### src/include/data_op_unit_pkg.sv
// Constants, field layouts and types for the data operation unit.
// Assumes an APB slave with 32-bit data and byte addresses.
package data_op_unit_pkg;

    // Register byte offsets
    localparam logic [7:0] OFS_CONTROL = 8'h00;
    localparam logic [7:0] OFS_OPERAND = 8'h04;
    localparam logic [7:0] OFS_REF_LOW = 8'h08;
    localparam logic [7:0] OFS_REF_HIGH = 8'h0c;
    localparam logic [7:0] OFS_STATUS = 8'h10;
    localparam logic [7:0] OFS_STATUS_CLR = 8'h14;
    localparam logic [7:0] OFS_EVENT_EN = 8'h18;
    localparam logic [7:0] OFS_RESULT = 8'h1c;

    // Reset values
    localparam logic [7:0] CONTROL_RST = 8'h00;
    localparam logic [31:0] DATA_RST = 32'h0000_0000;
    localparam logic [2:0] EVENT_EN_RST = 3'h0;

    // Operation modes
    typedef enum logic [1:0] {
        MODE_COMPARE = 2'b00,
        MODE_ADD = 2'b01,
        MODE_SUB = 2'b10,
        MODE_NONE = 2'b11
    } op_mode_type;

    // Detection conditions
    typedef enum logic [2:0] {
        COND_MISMATCH = 3'b000,
        COND_MATCH = 3'b001,
        COND_LESS = 3'b010,
        COND_GREATER = 3'b011,
        COND_IN_RANGE = 3'b100,
        COND_OUT_RANGE = 3'b101
    } cond_type;

    // Control layout: b7 irq enable, b6:4 condition, b3 size, b2 stop, b1:0 mode
    typedef struct packed {
        logic result_irq_enable;
        logic [2:0] detect_condition_select;
        logic operand_size_select;
        logic module_stop;
        logic [1:0] op_mode;
    } control_type;

    // Status layout: b2 underflow, b1 overflow, b0 compare condition met
    typedef struct packed {
        logic underflow;
        logic overflow;
        logic compare_met;
    } events_type;

    // Sequencer states
    typedef enum logic {
        OP_IDLE = 1'b0,
        OP_EXEC = 1'b1
    } op_state_type;

endpackage

### src/design/data_op_unit.sv
// Data operation unit: compare, add and subtract on 16/32-bit operands.
// Assumes an APB master on clk_sys_i; no wait states are inserted.
//
// What this block does
// - Compare, add or subtract on operands of 16 or 32 bits by size bit.
// - Condition field bits 6:4; 000 detects mismatch, 001 detects match.
// - Code 010 detects input below reference low, 011 input above it.
// - Code 100 detects input strictly between reference low and high.
// - Code 101 detects input below reference low or above reference high.
// - Add flags overflow past FFFFh (16-bit) or FFFF FFFFh (32-bit).
// - Subtract flags underflow below zero at the selected width.
// - Interrupt raised on condition met, add overflow, subtract underflow.
// - Control bit 7 enables the interrupt; 0 disables it.
// - Event-link output pulses on the same three conditions.
// - Input and reference low are 32-bit RW; reference high bounds ranges.
// - Result flags sit in a status register cleared by a clear register.
// - Module stop state halts operation to save power.
//
// Chosen here: the APB interface to the registers and the register offsets.
`timescale 1ns/1ps

module data_op_unit (
    // Clock and reset
    input wire logic clk_sys_i,
    input wire logic sys_rst_i,
    // APB slave
    input wire logic [7:0] paddr_i,
    input wire logic psel_i,
    input wire logic penable_i,
    input wire logic pwrite_i,
    input wire logic [31:0] pwdata_i,
    input wire logic [3:0] pstrb_i,
    output logic [31:0] prdata_o,
    output logic pready_o,
    output logic pslverr_o,
    // Interrupt and event link
    output logic irq_o,
    output data_op_unit_pkg::events_type event_o
);

    function automatic logic is_mapped(input logic [7:0] addr);
        is_mapped = (addr == data_op_unit_pkg::OFS_CONTROL) ||
                    (addr == data_op_unit_pkg::OFS_OPERAND) ||
                    (addr == data_op_unit_pkg::OFS_REF_LOW) ||
                    (addr == data_op_unit_pkg::OFS_REF_HIGH) ||
                    (addr == data_op_unit_pkg::OFS_STATUS) ||
                    (addr == data_op_unit_pkg::OFS_STATUS_CLR) ||
                    (addr == data_op_unit_pkg::OFS_EVENT_EN) ||
                    (addr == data_op_unit_pkg::OFS_RESULT);
    endfunction

    // Byte-lane merge of write data into an old word
    function automatic logic [31:0] merge_bytes(
        input logic [31:0] old_val,
        input logic [31:0] new_val,
        input logic [3:0] strb
    );
        logic [31:0] res;
        res = old_val;
        for (int i = 0; i < 4; i++) begin
            if (strb[i]) begin
                res[i*8 +: 8] = new_val[i*8 +: 8];
            end
        end
        merge_bytes = res;
    endfunction

    // Start decode is shared so both sequencer states accept the same trigger
    function automatic logic starts_op(input logic wr, input logic [7:0] addr, input logic stop);
        starts_op = wr && (addr == data_op_unit_pkg::OFS_OPERAND) && !stop;
    endfunction

    data_op_unit_pkg::control_type control_r;
    data_op_unit_pkg::control_type control_nxt;
    logic [31:0] operand_r;
    logic [31:0] operand_nxt;
    logic [31:0] ref_low_r;
    logic [31:0] ref_low_nxt;
    logic [31:0] ref_high_r;
    logic [31:0] ref_high_nxt;
    logic [31:0] result_r;
    logic [31:0] result_nxt;
    logic [2:0] event_en_r;
    logic [2:0] event_en_nxt;
    logic [2:0] status_r;
    logic [2:0] status_nxt;
    data_op_unit_pkg::events_type event_r;
    data_op_unit_pkg::events_type event_nxt;
    data_op_unit_pkg::op_state_type state_r;
    data_op_unit_pkg::op_state_type state_nxt;
    logic [31:0] prdata_r;
    logic [31:0] prdata_nxt;
    logic pslverr_r;
    logic pslverr_nxt;

    logic setup_phase;
    logic wr_access;
    logic [31:0] opa;
    logic [31:0] opb;
    logic [31:0] opc;
    logic [32:0] sum;
    logic [32:0] diff;
    logic cond_met;
    logic add_ovf;
    logic sub_udf;
    data_op_unit_pkg::events_type found;
    logic [2:0] clear_mask;

    assign setup_phase = psel_i && !penable_i;
    // Unmapped writes are dropped here so a stray address cannot hit a register
    assign wr_access = psel_i && penable_i && pwrite_i && is_mapped(paddr_i);

    // Operands masked to the selected width; held at zero while stopped so
    // the adders and comparators do not toggle, at the cost of a mux level
    always_comb begin
        if (control_r.module_stop) begin
            opa = 32'h0000_0000;
            opb = 32'h0000_0000;
            opc = 32'h0000_0000;
        end else if (control_r.operand_size_select) begin
            opa = operand_r;
            opb = ref_low_r;
            opc = ref_high_r;
        end else begin
            opa = {16'h0000, operand_r[15:0]};
            opb = {16'h0000, ref_low_r[15:0]};
            opc = {16'h0000, ref_high_r[15:0]};
        end
    end

    assign sum = {1'b0, opa} + {1'b0, opb};
    assign diff = {1'b0, opa} - {1'b0, opb};

    // Carry out of the active width marks overflow
    assign add_ovf = control_r.operand_size_select ? sum[32] : sum[16];
    // Borrow means the difference went below zero
    assign sub_udf = opa < opb;

    always_comb begin
        case (control_r.detect_condition_select)
            data_op_unit_pkg::COND_MISMATCH: cond_met = opa != opb;
            data_op_unit_pkg::COND_MATCH: cond_met = opa == opb;
            data_op_unit_pkg::COND_LESS: cond_met = opa < opb;
            data_op_unit_pkg::COND_GREATER: cond_met = opa > opb;
            data_op_unit_pkg::COND_IN_RANGE: cond_met = (opa > opb) && (opa < opc);
            data_op_unit_pkg::COND_OUT_RANGE: cond_met = (opa < opb) || (opa > opc);
            // Prohibited codes detect nothing rather than guess
            default: cond_met = 1'b0;
        endcase
    end

    always_comb begin
        found = '0;
        case (data_op_unit_pkg::op_mode_type'(control_r.op_mode))
            data_op_unit_pkg::MODE_COMPARE: found.compare_met = cond_met;
            data_op_unit_pkg::MODE_ADD: found.overflow = add_ovf;
            data_op_unit_pkg::MODE_SUB: found.underflow = sub_udf;
            default: found = '0;
        endcase
    end

    // Sequencer: a write to the input arms one execution cycle
    always_comb begin
        state_nxt = data_op_unit_pkg::OP_IDLE;
        case (state_r)
            data_op_unit_pkg::OP_IDLE: begin
                if (starts_op(wr_access, paddr_i, control_r.module_stop)) begin
                    state_nxt = data_op_unit_pkg::OP_EXEC;
                end
            end
            data_op_unit_pkg::OP_EXEC: begin
                // A new write during execution chains another operation
                if (starts_op(wr_access, paddr_i, control_r.module_stop)) begin
                    state_nxt = data_op_unit_pkg::OP_EXEC;
                end
            end
            default: state_nxt = data_op_unit_pkg::OP_IDLE;
        endcase
    end

    always_ff @(posedge clk_sys_i) begin
        if (sys_rst_i) begin
            state_r <= data_op_unit_pkg::OP_IDLE;
        end else begin
            state_r <= state_nxt;
        end
    end

    // Register file writes and status clear decode
    always_comb begin
        control_nxt = control_r;
        operand_nxt = operand_r;
        ref_low_nxt = ref_low_r;
        ref_high_nxt = ref_high_r;
        event_en_nxt = event_en_r;
        clear_mask = 3'h0;
        if (wr_access) begin
            case (paddr_i)
                data_op_unit_pkg::OFS_CONTROL: begin
                    if (pstrb_i[0]) begin
                        control_nxt = pwdata_i[7:0];
                    end
                end
                data_op_unit_pkg::OFS_OPERAND:
                    operand_nxt = merge_bytes(operand_r, pwdata_i, pstrb_i);
                data_op_unit_pkg::OFS_REF_LOW:
                    ref_low_nxt = merge_bytes(ref_low_r, pwdata_i, pstrb_i);
                data_op_unit_pkg::OFS_REF_HIGH:
                    ref_high_nxt = merge_bytes(ref_high_r, pwdata_i, pstrb_i);
                data_op_unit_pkg::OFS_STATUS_CLR: begin
                    if (pstrb_i[0]) begin
                        clear_mask = pwdata_i[2:0];
                    end
                end
                data_op_unit_pkg::OFS_EVENT_EN: begin
                    if (pstrb_i[0]) begin
                        event_en_nxt = pwdata_i[2:0];
                    end
                end
                default: clear_mask = 3'h0;
            endcase
        end
    end

    // Configuration registers keep their value through module stop
    always_ff @(posedge clk_sys_i) begin
        if (sys_rst_i) begin
            control_r <= data_op_unit_pkg::CONTROL_RST;
            operand_r <= data_op_unit_pkg::DATA_RST;
            ref_low_r <= data_op_unit_pkg::DATA_RST;
            ref_high_r <= data_op_unit_pkg::DATA_RST;
            event_en_r <= data_op_unit_pkg::EVENT_EN_RST;
        end else begin
            control_r <= control_nxt;
            operand_r <= operand_nxt;
            ref_low_r <= ref_low_nxt;
            ref_high_r <= ref_high_nxt;
            event_en_r <= event_en_nxt;
        end
    end

    // Stop freezes the datapath; registers stay reachable
    always_comb begin
        result_nxt = result_r;
        if (state_r == data_op_unit_pkg::OP_EXEC && !control_r.module_stop) begin
            case (data_op_unit_pkg::op_mode_type'(control_r.op_mode))
                data_op_unit_pkg::MODE_ADD: begin
                    result_nxt = control_r.operand_size_select ? sum[31:0] :
                                 {16'h0000, sum[15:0]};
                end
                data_op_unit_pkg::MODE_SUB: begin
                    result_nxt = control_r.operand_size_select ? diff[31:0] :
                                 {16'h0000, diff[15:0]};
                end
                // Compare and the spare mode leave the last sum or difference
                default: result_nxt = result_r;
            endcase
        end
    end

    always_ff @(posedge clk_sys_i) begin
        if (sys_rst_i) begin
            result_r <= data_op_unit_pkg::DATA_RST;
        end else begin
            result_r <= result_nxt;
        end
    end

    // Sticky status: a new event wins over a clear in the same cycle
    always_comb begin
        event_nxt = '0;
        if (state_r == data_op_unit_pkg::OP_EXEC && !control_r.module_stop) begin
            event_nxt = found;
        end
    end

    // The link output is a one-cycle pulse, separate from the sticky copy
    always_ff @(posedge clk_sys_i) begin
        if (sys_rst_i) begin
            event_r <= '0;
        end else begin
            event_r <= event_nxt;
        end
    end

    // One sticky bit per event kind
    generate
        for (genvar g = 0; g < 3; g++) begin : g_status
            always_comb begin
                status_nxt[g] = (status_r[g] && !clear_mask[g]) || event_nxt[g];
            end
        end
    endgenerate

    always_ff @(posedge clk_sys_i) begin
        if (sys_rst_i) begin
            status_r <= 3'h0;
        end else begin
            status_r <= status_nxt;
        end
    end

    // Read data is latched in the setup phase so prdata comes from a flop
    always_comb begin
        prdata_nxt = prdata_r;
        pslverr_nxt = pslverr_r;
        if (setup_phase) begin
            pslverr_nxt = !is_mapped(paddr_i);
            prdata_nxt = 32'h0000_0000;
            if (!pwrite_i) begin
                case (paddr_i)
                    data_op_unit_pkg::OFS_CONTROL: prdata_nxt = {24'h000000, control_r};
                    data_op_unit_pkg::OFS_OPERAND: prdata_nxt = operand_r;
                    data_op_unit_pkg::OFS_REF_LOW: prdata_nxt = ref_low_r;
                    data_op_unit_pkg::OFS_REF_HIGH: prdata_nxt = ref_high_r;
                    data_op_unit_pkg::OFS_STATUS: prdata_nxt = {29'h0, status_r};
                    data_op_unit_pkg::OFS_EVENT_EN: prdata_nxt = {29'h0, event_en_r};
                    data_op_unit_pkg::OFS_RESULT: prdata_nxt = result_r;
                    default: prdata_nxt = 32'h0000_0000;
                endcase
            end
        end
    end

    always_ff @(posedge clk_sys_i) begin
        if (sys_rst_i) begin
            prdata_r <= 32'h0000_0000;
            pslverr_r <= 1'b0;
        end else begin
            prdata_r <= prdata_nxt;
            pslverr_r <= pslverr_nxt;
        end
    end

    assign prdata_o = prdata_r;
    assign pready_o = 1'b1;
    // Error shows only in the access phase, where the master samples it
    assign pslverr_o = pslverr_r && psel_i && penable_i;
    assign event_o = event_r;
    // Per-event enable, then the global control enable
    assign irq_o = control_r.result_irq_enable && |(status_r & event_en_r);

endmodule

### config.mk
export PLATFORM = sky130hd
export DESIGN_NAME = data_op_unit
export DESIGN_NICKNAME = d
export VERILOG_FILES = /design/src/include/data_op_unit_pkg.sv /design/src/design/data_op_unit.sv
export SDC_FILE = /design/constraint.sdc
export NUM_CORES = 1
export LEC_CHECK = 0
export ABC_AREA = 1
export BUFFER_PORTS_ARGS = -buffer_cell sky130_fd_sc_hd__buf_2
export CAP_MARGIN = 5
export CELL_PAD_IN_SITES_DETAIL_PLACEMENT = 1
export CELL_PAD_IN_SITES_GLOBAL_PLACEMENT = 1
export CORE_MARGIN = 2
export CORE_UTILIZATION = 45
export CTS_BUF_LIST = sky130_fd_sc_hd__clkbuf_16
export CTS_CLUSTER_DIAMETER = 50
export DETAILED_ROUTE_END_ITERATION = 16
export GPL_TIMING_DRIVEN = 0
export PLACE_DENSITY_LB_ADDON = 0.3
export SLEW_MARGIN = 0
export SYNTH_ARGS = -nofsm -noshare
export SYNTH_HDL_FRONTEND = slang
export SYNTH_SLANG_ARGS = --single-unit
### constraint.sdc
create_clock -name clk_sys_i -period 5.6 [get_ports clk_sys_i]
set_input_delay 0.28 -clock clk_sys_i [delete_from_list [all_inputs] [get_ports clk_sys_i]]
set_output_delay 0.28 -clock clk_sys_i [all_outputs]
set_load 0.05 [all_outputs]
After elaboration in Yosys (flattened, before gate mapping)
Index checks and enable logic that the tools add are counted.

word-level totals
  output and inout port bits = 38
  register bits = 179
  word-level logic and storage cells = 121

cells by class
  eq/ne operators = 16
  mux-type cells = 21
  order comparisons = 4
  bitwise logic cells = 1
  reduce and logical (&&, ||, !) cells = 51
  $add $sub $neg = 2

operators with widths
  kind                  number
  $mux W32              9
  $pmux W32 S7          1
  $gt A32 B32 Y1        2
  $lt A32 B32 Y1        2
  $pmux W32 S2          1
  $reduce_and A3 Y1     14
  $add A32 B32 Y33      1
  $eq A32 B32 Y1        1
  $eq A8 B5 Y1 const B  4
  $ne A32 B32 Y1        1
  $sub A32 B32 Y32      1
  $eq A8 B4 Y1 const B  2
  $logic_and A1 B1 Y1   14
  $mux W3               4
  $logic_or A1 B1 Y1    11
  $eq A8 B3 Y1 const B  1
  $logic_not A8 Y1      1
  $eq A3 B2 Y1 const B  2
  $eq A3 B3 Y1 const B  2
  $logic_not A1 Y1      6
  $pmux W1 S6           1
  $mux W1               5
  $and A3 B3 Y3         1
  $eq A3 B1 Y1 const B  1
  other kinds (7)       7

Logic depth before layout (Yosys ltp)
Gate-level depths: netlist of the first run.

  depth after elaboration = 13
  depth in mapped cells = 23
  depth with buffers taken out = 21

Least setup slack after synthesis of the first run
OpenSTA, ideal clock, no wires.

  kind = register to register
  from = register control_r[3] in the netlist's numbering
  to = register status_r[0]
  cell stages (with the launch flop) = 20
  period minus slack after synthesis = 2.945 ns
  library setup time = 0.114 ns
  arrival = 2.831 ns
  path buffers = 2
  data required time = 5.486 ns
  setup slack = 2.655 ns
  cells stage by stage = dfxtp_1 -> inv_1 -> nor2_1 -> clkinv_1 -> clkbuf_1 -> nor2_1 -> inv_1 -> ha_1 -> clkbuf_1 -> nand2_1 -> nor2_1 -> nand2_1 -> nor3_1 -> nand3_1 -> a21oi_1 -> o21ai_1 -> inv_1 -> nand3_1 -> nand2_1 -> nand2_1

between the ends
  longest elaborated chain between the ends = 8

RTL lines
  item                                                       line                                      RTL
  start, declared                                            data_op_unit.sv:73                        data_op_unit_pkg::control_type control_r;
  start signal, assigned                                     data_op_unit.sv:228                       control_r <= data_op_unit_pkg::CONTROL_RST;
  start signal, assigned                                     data_op_unit.sv:234                       control_r <= control_nxt;
  $mux W32                                                   data_op_unit.sv:120                       end else if (control_r.operand_size_select) begin
  $mux W32                                                   data_op_unit.sv:116                       if (control_r.module_stop) begin
  $lt A32 B32 Y1 (tied with other cells)                     data_op_unit.sv:143, data_op_unit.sv:146
  $logic_or A1 B1 Y1 or $logic_and A1 B1 Y1 (tied branches)  data_op_unit.sv:146, data_op_unit.sv:145
  $pmux W1 S6 *                                              data_op_unit.sv:140                       case (control_r.detect_condition_select)
  $mux W1 *                                                  data_op_unit.sv:154                       case (data_op_unit_pkg::op_mode_type'(control_r.op_mode))
  $mux W3 *                                                  data_op_unit.sv:272                       if (state_r == data_op_unit_pkg::OP_EXEC && !control_r.module_stop) begin
  $logic_or A1 B1 Y1 *                                       data_op_unit.sv:290                       status_nxt[g] = (status_r[g] && !clear_mask[g]) || event_nxt[g];
  end signal, assigned                                       data_op_unit.sv:299                       status_r <= status_nxt;
  end, declared                                              data_op_unit.sv:85                        logic [2:0] status_r;

Mark *: on every way between the ends. The rest lies on a longest branch, timed or not.
A chain may end at the register's enable or synchronous reset.

Worst setup path after layout of the first run
  from = register control_r[3] in the netlist's numbering
  to = register event_r (netlist bit event_o[0])

between the ends
  longest elaborated chain between the ends = 7

RTL lines
  item                                                       line                                      RTL
  $mux W32                                                   data_op_unit.sv:120
  $mux W32                                                   data_op_unit.sv:116
  $lt A32 B32 Y1 (tied with other cells)                     data_op_unit.sv:143, data_op_unit.sv:146
  $logic_or A1 B1 Y1 or $logic_and A1 B1 Y1 (tied branches)  data_op_unit.sv:146, data_op_unit.sv:145
  $pmux W1 S6 *                                              data_op_unit.sv:140
  $mux W1 *                                                  data_op_unit.sv:154
  $mux W3 *                                                  data_op_unit.sv:272
  end signal, assigned                                       data_op_unit.sv:282                       event_r <= event_nxt;
  end, declared                                              data_op_unit.sv:87                        data_op_unit_pkg::events_type event_r;

Marked as above.

==> run_results.csv, run 1 <==
group,metric,value,unit
worst_setup_path,worst-endpoint-arrival,5.39,ns
synthesis,synth_seq_cells,179,
synthesis,yosysTopAreaCell,"dfxtp_1",
synthesis,syn-cell-area,13300,µm²
power_and_ir_drop,leakage,6.91,nW
final_layout,area_growth,11.1,%
sta,setup_violations,0,
routing,wl,57.9,mm
placement,gp_congestion,0.956,
die,rows,62,
run,maxCapViolCount,0,
clock_tree,cts.repair.resized,0,
worst_setup_path,critPathMaxFanout,10,
routing,antenna_left,0,
die,die_h,176,µm
clock_tree,clock_latency,0.46,ns
routing,avgRoutedWirePerCell,22.0,µm
grt,grt_max_degree,17,
worst_setup_path,end_kind,"flop",
die,start_util,46.1,%
synthesis,synth_edf_count,0,
worst_setup_path,cp.required,5.99,ns
clock_tree,cts_max_path_buffers,2,
clock_tree,clk_pin_slew,0.07,ns
routing,drc,0,
synthesis,avgSynthCellArea,6.25,µm²
synthesis,synth_area_leaders,"dfxtp_1, nand2_1, a21oi_1",
grt,grt_pass1_wl,87.5,mm
placement,portBuffers,84,
routing,vias,15346,
final_layout,fillers,4074,
final_layout,multi_input_area,8090,µm²
grt,grt_overflow_total,0,
sta,skew,0.0145,ns
clock_tree,hold_buffers,0,
placement,dpl.hpwl,46.4,mm
synthesis,synth.distinct_cells,50,
final_layout,final_nets,2378,
sta,max_freq,200,MHz
die,die_area,30900,µm²
sta,period_needed,5.00,ns
final_layout,layout-drive-gt1-share,7.63,%
routing,vias_per_cell,5.84,
synthesis,yosys_warnings,0,
status,status,"complete, no violations",
clock_tree,htreeDepth,4,
worst_setup_path,setup.worst_path.start_class,"flop",
final_layout,fin_util,51.2,%
clock_tree,cts.sinks,179,
die,io_pins,87,
power_and_ir_drop,power_density,176,nW/µm²
clock_tree,cts_made_buffers,17,
sta,rsz0062_at_grt,"false",
grt,grt_pass1_vias,15685,
sta,worstMarginPinSlew,1.00,ns
grt,antenna_found_initial,0,
die,core_area,28900,µm²
power_and_ir_drop,peakVddDrop,0.228,mV
clock_tree,cts_setup_buffers,0,
worst_hold_path,hp-class,"in -> reg",
grt,track_usage,37.2,%
routing,first_iter_violations,1348,
synthesis,synthesis.nets,2275,
synthesis,seq_area_frac_synth,27.0,%
synthesis,yosysTopAreaCellShare,27.0,%
final_layout,seq_area,3580,µm²
routing,first_pass_iters,6,
sta,slew_viol_final,0,
sta,finalSetupTns,0,ns
sta,hold_viol,0,
clock_tree,cts_tree,"yes",
worst_setup_path,crit_type,"reg -> reg",
synthesis,synth_flop_cell,"dfxtp_1",
synthesis,synthArstFlopShare,0,%
synthesis,synthCells,2125,
sta,period_share,89.3,%
sta,slew_headroom,32.9,%
die,die_w,176,µm
clock_tree,cts_root_buf,"clkbuf_16",
per-layer routing:
metal  vias to the layer above  global-route usage (%)  wire length [µm]
li1                       7127                       -                 -
met1                      7385                    44.5             23500
met2                       635                    63.1             27200
met3                       199                    5.30              3600
met4                         0                    22.4              3620
met5                         -                       0                 0
power breakdown:
| part | switching, mW | total, mW | internal, mW |
|---|---|---|---|
| combinational | 0.0787 | 0.105 | 0.0260 |
| clock | 0.568 | 1.22 | 0.654 |
| sequential | 0.000228 | 1.27 | 1.27 |
registers in the layout (all words and copies together), names as in the netlist:
name / cells
ref_high_r: 32
operand_r: 32
result_r: 32
control_r: 8
event_o: 3
event_en_r: 3
state_r: 1
pslverr_r: 1
status_r: 3
ref_low_r: 32
prdata_o: 32
cell usage in the layout, fill, tap and decap left out, types with 5 or more instances in the layout:
master / instances
nand4_1: 18
buf_2: 95
a21oi_1: 253
o21ai_1: 9
xor2_1: 9
nand2_4: 10
nor2_1: 197
nand2_2: 5
and2_1: 7
o2111ai_1: 13
dfxtp_1: 179
buf_6: 13
nor4_1: 5
clkbuf_16: 17
o21bai_1: 16
inv_1: 304
nor3_1: 20
buf_1: 5
o21ai_0: 185
clkbuf_1: 57
nand3_1: 134
ha_1: 99
o221ai_1: 6
nand2_1: 501
o22ai_1: 21
clkinv_1: 7
path summary, 6_finish.rpt:
| check | from | end | slack, ns | cells after the start |
|---|---|---|---|---|
| worst max-delay path | control_r[3] | event_o[0] | 0.60 | 19 |
| worst min-delay path | pwdata_i[27] | ref_high_r[27] | 0.13 | 3 |
| worst max register to register | control_r[3] | event_o[0] | 0.60 | 19 |
| worst min register to register | prdata_o[31] | prdata_o[31] | 0.46 | 2 |
cells by family after synthesis:
logic type / count (synthesis) / synth area share (%)
buffers and inverters: 400 / 12.2
AND/OR/NAND/NOR: 911 / 29.4
flip-flops: 179 / 27.0
other: 1 / 0.0282
XOR/XNOR: 11 / 0.725
adder cells (fa/ha/maj): 101 / 9.62
AO/OA/AOI/OAI: 522 / 21.1
cell usage after synthesis, types with 5 or more instances:
cell type	number
o21ai_0	185
buf_1	5
clkinv_1	5
and2_1	7
o21ai_1	9
o21bai_1	16
nand2_4	10
ha_1	99
nand4_1	18
o221ai_1	6
nor3_1	20
nand2_2	5
buf_6	13
clkbuf_1	57
a21oi_1	253
o22ai_1	21
inv_1	302
dfxtp_1	179
nand3_1	134
nor2_1	197
nor4_1	5
buf_2	11
xor2_1	9
o2111ai_1	13
nand2_1	501
final cells by class:
cell class	instances	area share [%]
inverters	311	7.91
clock buffers	17	2.88
flip-flops and latches	179	24.3
repair buffers	84	2.85
plain buffers	89	3.08
well taps	384	3.25
diodes	1	0.0170
multi-input cells	1546	54.8
clock inverters	15	0.958
through the flow:
stage	instance area, µm²	std cells	hold WS, ns	worst slack [ns]	total power, mW
2_1_floorplan	13300	2125	0.430	2.66	1.35
3_3_place_gp	14200	2593	0.450	0.901	1.40
3_5_place_dp	14200	2593	0.456	0.884	1.40
4_1_cts	14800	2625	0.122	0.817	2.59
5_1_grt	14800	2625	0.127	0.275	2.65
6_report	14800	2626	0.127	0.600	2.60
critical path, cell delays in order (launching register included):
cell	delay [ns]
dfxtp_1	0.35
inv_1	0.14
nor2_1	0.60
clkinv_1	0.51
clkbuf_1	0.39
nor2_1	0.48
ha_1	0.21
clkbuf_1	0.34
nand2_1	0.17
nor3_1	0.27
nand2_1	0.23
nor3_1	0.30
nand3_1	0.26
nand2_1	0.13
nand2_1	0.06
o21ai_1	0.13
inv_1	0.05
nand3_1	0.09
nand2_1	0.14
inv_1	0.09
(Power assumes the default switching activity.)
==> run 2: changes to the inputs <==
Settings changed: PLACE_DENSITY_LB_ADDON 0.3 to 0.08.
==> run 2 against run 1 <==
Critical path depth shrank 1. Global-route usage is 0.19 points lower. Combinational power about the same. Critical endpoint is now status_r[0]. Flip-flop and latch count stayed put. Critical path type unchanged. Largest cell class unchanged. Setup slack better by 0.11 ns. Sequential power about the same.
==> run_results.csv, run 2 (same netlist as run 1, synthesis figures left out) <==
group,metric,value,unit
grt,grt_pass1_vias,15358,
grt,grt_overflow_total,0,
worst_setup_path,crit_type,"reg -> reg",
sta,period_share,87.3,%
worst_setup_path,r2r_slack,0.71,ns
clock_tree,hold_buffers,0,
grt,track_usage,37.0,%
worst_setup_path,setup.worst_path.start_class,"flop",
final_layout,fin_util,51.1,%
final_layout,final_nets,2378,
worst_setup_path,r2r_end,"status_r[0]",
sta,setup_violations,0,
routing,antenna_left,0,
die,core_area,28900,µm²
sta,worstMarginPinSlew,0.936,ns
routing,vias,15256,
run,maxCapViolCount,0,
clock_tree,cts_setup_buffers,0,
power_and_ir_drop,total_power,2.54,mW
clock_tree,cts_max_path_buffers,2,
worst_setup_path,end_kind,"flop",
die,die_w,176,µm
die,io_pins,87,
placement,gp_congestion,1.00,
placement,dpl.hpwl,46.4,mm
routing,vias_per_cell,5.81,
clock_tree,clk_pin_slew,0.07,ns
die,rows,62,
die,start_util,46.1,%
clock_tree,cts_root_buf,"clkbuf_16",
sta,period_needed,4.89,ns
power_and_ir_drop,peakVddDrop,0.212,mV
sta,finalSetupTns,0,ns
placement,portBuffers,84,
power_and_ir_drop,power_density,172,nW/µm²
clock_tree,htreeDepth,4,
clock_tree,cts.repair.resized,0,
worst_setup_path,r2r_start,"control_r[3]",
routing,wl,57.6,mm
sta,whs,0.117,ns
clock_tree,cts.sinks,179,
die,die_h,176,µm
worst_setup_path,crit_end,"status_r[0]",
final_layout,antenna_cells,0,
power_and_ir_drop,leakage,6.88,nW
worst_setup_path,worst-endpoint-arrival,5.23,ns
clock_tree,cts_tree,"yes",
sta,hold_viol,0,
worst_setup_path,crit_start,"control_r[3]",
final_layout,layout-drive-gt1-share,7.63,%
clock_tree,cts_made_buffers,17,
routing,first_pass_iters,5,
status,status,"complete, no violations",
clock_tree,clock_latency,0.46,ns
final_layout,area_growth,10.9,%
sta,rsz0062_at_grt,"false",
worst_setup_path,critPathMaxFanout,10,
routing,avgRoutedWirePerCell,22.0,µm
die,die_area,30900,µm²
routing,first_iter_violations,1278,
worst_setup_path,cp.required,5.94,ns
sta,max_freq,205,MHz
grt,grt_max_degree,17,
final_layout,layout_common_cells,"nand2_1, inv_1, a21oi_1",
sta,skew,0.00945,ns
worst_hold_path,hold_path_depth,3,
sta,slew_viol_final,0,
final_layout,final_common_cell,"nand2_1",
grt,antenna_found_initial,0,
worst_hold_path,hp-class,"in -> reg",
sta,slew_headroom,37.1,%
routing,drc,0,
worst_setup_path,ff2ff_path_depth,18,
grt,grt_pass1_wl,86.8,mm
[run 2: cell count changes in the layout (fill, tap and decap cells not counted)]
cell,previous run,this run
diode_2,1,0
clkinv_4,2,4
inv_6,3,1
bufinv_16,2,1
clkinv_2,3,2
inv_1,304,303
clkinvlp_4,1,3
[run 2: final cells by class]
class | instances | area [µm²]
Clock inverter | 14 | 118
Timing Repair Buffer | 84 | 420
Multi-Input combinational cell | 1546 | 8090
Tap cell | 384 | 480
Sequential cell | 179 | 3580
Buffer | 89 | 454
Inverter | 311 | 1170
Fill cell | 4113 | 14100
Clock buffer | 17 | 425
[run 2: worst min-delay path by stage]
stage / startpoint / endpoint
floorplan: result_r[0] / result_r[0]
finish: pwdata_i[29] / ref_high_r[29]
CTS: pwdata_i[27] / ref_high_r[27]
global placement: prdata_o[7] / prdata_o[7]
global route: pwdata_i[18] / ref_high_r[18]
detailed placement: prdata_o[25] / prdata_o[25]
[run 2: metrics by stage]
step	instances	setup WS (ns)	instance area [µm²]
final	2624	0.713	14700
after global routing	2624	0.442	14700
after CTS	2624	0.860	14700
after detailed placement	2593	0.939	14200
after global placement	2593	1.00	14200
after floorplan	2125	2.66	13300
[run 2: where the power goes]
| group | total, mW | internal (mW) | leakage (nW) | switching, mW |
|---|---|---|---|---|
| Clock | 1.16 | 0.607 | 0.261 | 0.556 |
| Combinational | 0.104 | 0.0260 | 5.18 | 0.0782 |
| Sequential | 1.27 | 1.27 | 1.44 | 0.000209 |
| Total | 2.54 | 1.91 | 6.88 | 0.635 |
[run 2: worst max-delay path, stage by stage (launching register included)]
cell and delay [ns]:
dfxtp_1 0.34, inv_1 0.14, nor2_1 0.58, clkinv_1 0.52, clkbuf_1 0.42, nor2_1 0.41, ha_1 0.20, clkbuf_1 0.34
nand2_1 0.17, nor3_1 0.32, nand2_1 0.27, nor3_1 0.22, nand3_1 0.20, a21oi_1 0.17, o21ai_1 0.07, inv_1 0.05
nand3_1 0.09, nand2_1 0.17, nand2_1 0.07
[run 2: layer usage]
metal  track usage, %  part of all wire, %
met4             19.3                  5.5
met1             45.3                   42
met3             4.85                  5.7
met5                0                    0
met2             63.3                   47
==> run 3: changes to the inputs <==
Settings changed: BUFFER_PORTS_ARGS -buffer_cell sky130_fd_sc_hd__buf_2 to unset, CORE_UTILIZATION 45 to 50, DONT_BUFFER_PORTS set to 1.
==> run 3 against run 2 <==
The flow now finishes with violations (hold timing). Clock skew increased by 0.0080 ns. Global-route usage grew 3.4 points. Maximum frequency fell by 1.1%. Non-clock buffer count down 76. Register-to-register slack got worse by 0.05 ns. Cell count is 4.7% lower. Power rose by 3.3%. Via count increased by 0.10%.
==> run_results.csv, run 3 (same netlist as run 1, synthesis figures left out) <==
group,metric,value,unit
final_layout,area_growth,8.32,%
grt,use_met2,67.1,%
grt,grt_pass1_vias,15556,
routing,drc,0,
grt,use_met3,5.47,%
sta,setup_violations,0,
routing,vias,15272,
run,maxCapViolCount,0,
power_and_ir_drop,peakVddDrop,0.159,mV
final_layout,fillers,3669,
final_layout,final_common_cell,"nand2_1",
placement,portBuffers,0,
power_and_ir_drop,switching_share,26.3,%
placement,pre_cts_ws,1.04,ns
final_layout,design_area,14400,µm²
worst_setup_path,setup.worst_path.start_class,"flop",
clock_tree,cts_root_buf,"clkbuf_16",
sta,skew,0.0175,ns
grt,met1_usage,49.5,%
routing,first_pass_iters,8,
power_and_ir_drop,clockPowerShare,48.5,%
grt,busiest_layer,"met2",
worst_setup_path,end_kind,"flop",
worst_setup_path,cp.required,5.94,ns
routing,avgRoutedWirePerCell,23.1,µm
worst_hold_path,hp-class,"in -> reg",
clock_tree,cts_max_path_buffers,2,
die,core_area,26100,µm²
final_layout,final_nets,2302,
placement,gp_congestion,0.985,
routing,vias_per_cell,6.11,
final_layout,fin_util,55.3,%
clock_tree,cts_made_buffers,17,
worst_setup_path,critPathMaxFanout,10,
routing,wl,57.9,mm
clock_tree,htreeDepth,4,
sta,max_freq,202,MHz
sta,layout_setup_ws,0.658,ns
clock_tree,cts.repair.resized,0,
clock_tree,clock_latency,0.46,ns
final_layout,layout_common_cells,"nand2_1, inv_1, a21oi_1",
sta,rsz0062_at_grt,"false",
die,start_util,51.0,%
grt,antenna_found_initial,1,
sta,period_needed,4.94,ns
power_and_ir_drop,power_density,182,nW/µm²
routing,antenna_left,0,
sta,period_share,88.2,%
die,die_h,167,µm
power_and_ir_drop,p_comb_share,3.0,%
sta,worstMarginPinSlew,0.927,ns
grt,grt_pass1_wl,87.0,mm
clock_tree,clk_pin_slew,0.08,ns
sta,finalSetupTns,0,ns
power_and_ir_drop,leakage,6.56,nW
power_and_ir_drop,p_int,1.93,mW
die,rows,59,
grt,track_usage,40.4,%
sta,hold_viol,1,
die,io_pins,87,
status,status,"finished, violations left",
placement,dpl.hpwl,45.3,mm
worst_setup_path,worst-endpoint-arrival,5.28,ns
worst_setup_path,crit_type,"reg -> reg",
grt,grt_overflow_total,0,
grt,grt_max_degree,20,
sta,slew_viol_final,0,
status,failed_checks,"hold timing",
final_layout,layout-drive-gt1-share,4.20,%
die,die_area,27900,µm²
power_and_ir_drop,pwr-share-seq,48.5,%
clock_tree,cts.sinks,179,
power_and_ir_drop,p_switching,689,µW
die,die_w,167,µm
placement,dpl-instance-area,13700,µm²
clock_tree,cts_tree,"yes",
routing,first_iter_violations,1428,
sta,whs,-0.0000183,ns
sta,slew_headroom,37.8,%
-- run 3: cell count changes in the layout (fill, tap and decap cells not counted) --
| cell | before | now |
|---|---|---|
| buf_2 | 95 | 11 |
| dlygate4sd3_1 | 0 | 8 |
| inv_8 | 0 | 6 |
| clkinv_4 | 4 | 1 |
| clkinvlp_4 | 3 | 0 |
| inv_6 | 1 | 4 |
| clkinv_1 | 7 | 5 |
| clkinv_8 | 0 | 2 |
| clkinv_2 | 2 | 1 |
| diode_2 | 0 | 1 |
| inv_1 | 303 | 302 |
-- run 3: final timing paths --
kind,to,cells after the start,slack (ns),from
worst max-delay path,status_r[0],18,0.66,control_r[3]
worst min-delay path,ref_high_r[27],2,-0.00002,pwdata_i[27]
worst max register to register,status_r[0],18,0.66,control_r[3]
worst min register to register,result_r[31],2,0.47,result_r[31]
-- run 3: power by group through the flow --
stage	clock network [mW]	logic [mW]	registers, mW
final	1.27	0.0781	1.27
after global routing	1.32	0.0836	1.27
after CTS	1.26	0.0751	1.27
after detailed placement	0	0.0686	1.30
after global placement	0	0.0657	1.30
after floorplan	0	0.0442	1.30
-- run 3: worst max-delay path, stage by stage, from the launching register on --
cell and delay [ns]:
dfxtp_1 0.35, inv_1 0.14, nor2_1 0.60, clkinv_1 0.53
clkbuf_1 0.41, nor2_1 0.40, ha_1 0.20, clkbuf_1 0.32
nand2_1 0.16, nor3_1 0.27, nand2_1 0.24, nor3_1 0.27
nand3_1 0.26, a21oi_1 0.22, o21ai_1 0.09, inv_1 0.06
nand3_1 0.07, nand2_1 0.14, nand2_1 0.08
-- run 3: per-stage QoR --
stage               std cells  total power [mW]
finish                   2501              2.62
global route             2500              2.67
CTS                      2500              2.61
detailed placement       2460              1.37
global placement         2460              1.37
floorplan                2125              1.35
-- run 3: cell type report --
class	instances	area [µm²]	share of cell area, %
plain buffers	89	454	3.15
inverters	311	1170	8.11
well taps	335	419	2.91
flip-flops and latches	179	3580	24.9
clock inverters	15	179	1.24
repair buffers	8	80.1	0.556
clock buffers	17	425	2.95
diodes	1	2.50	0.0174
multi-input cells	1546	8090	56.2
-- run 3: repair_timing --
item / CTS / global route
endpoints found under the hold margin: 8 / 0
hold buffers: 8 / 0
setup buffers: 0 / 0
-- run 3: layer usage --
| metal | part of all wire (%) | wire [µm] | up-vias |
|---|---|---|---|
| li1 | - | - | 6975 |
| met1 | 40 | 23300 | 7386 |
| met2 | 47 | 27000 | 705 |
| met3 | 6.7 | 3870 | 206 |
| met4 | 6.5 | 3760 | 0 |
| met5 | 0 | 0 | - |
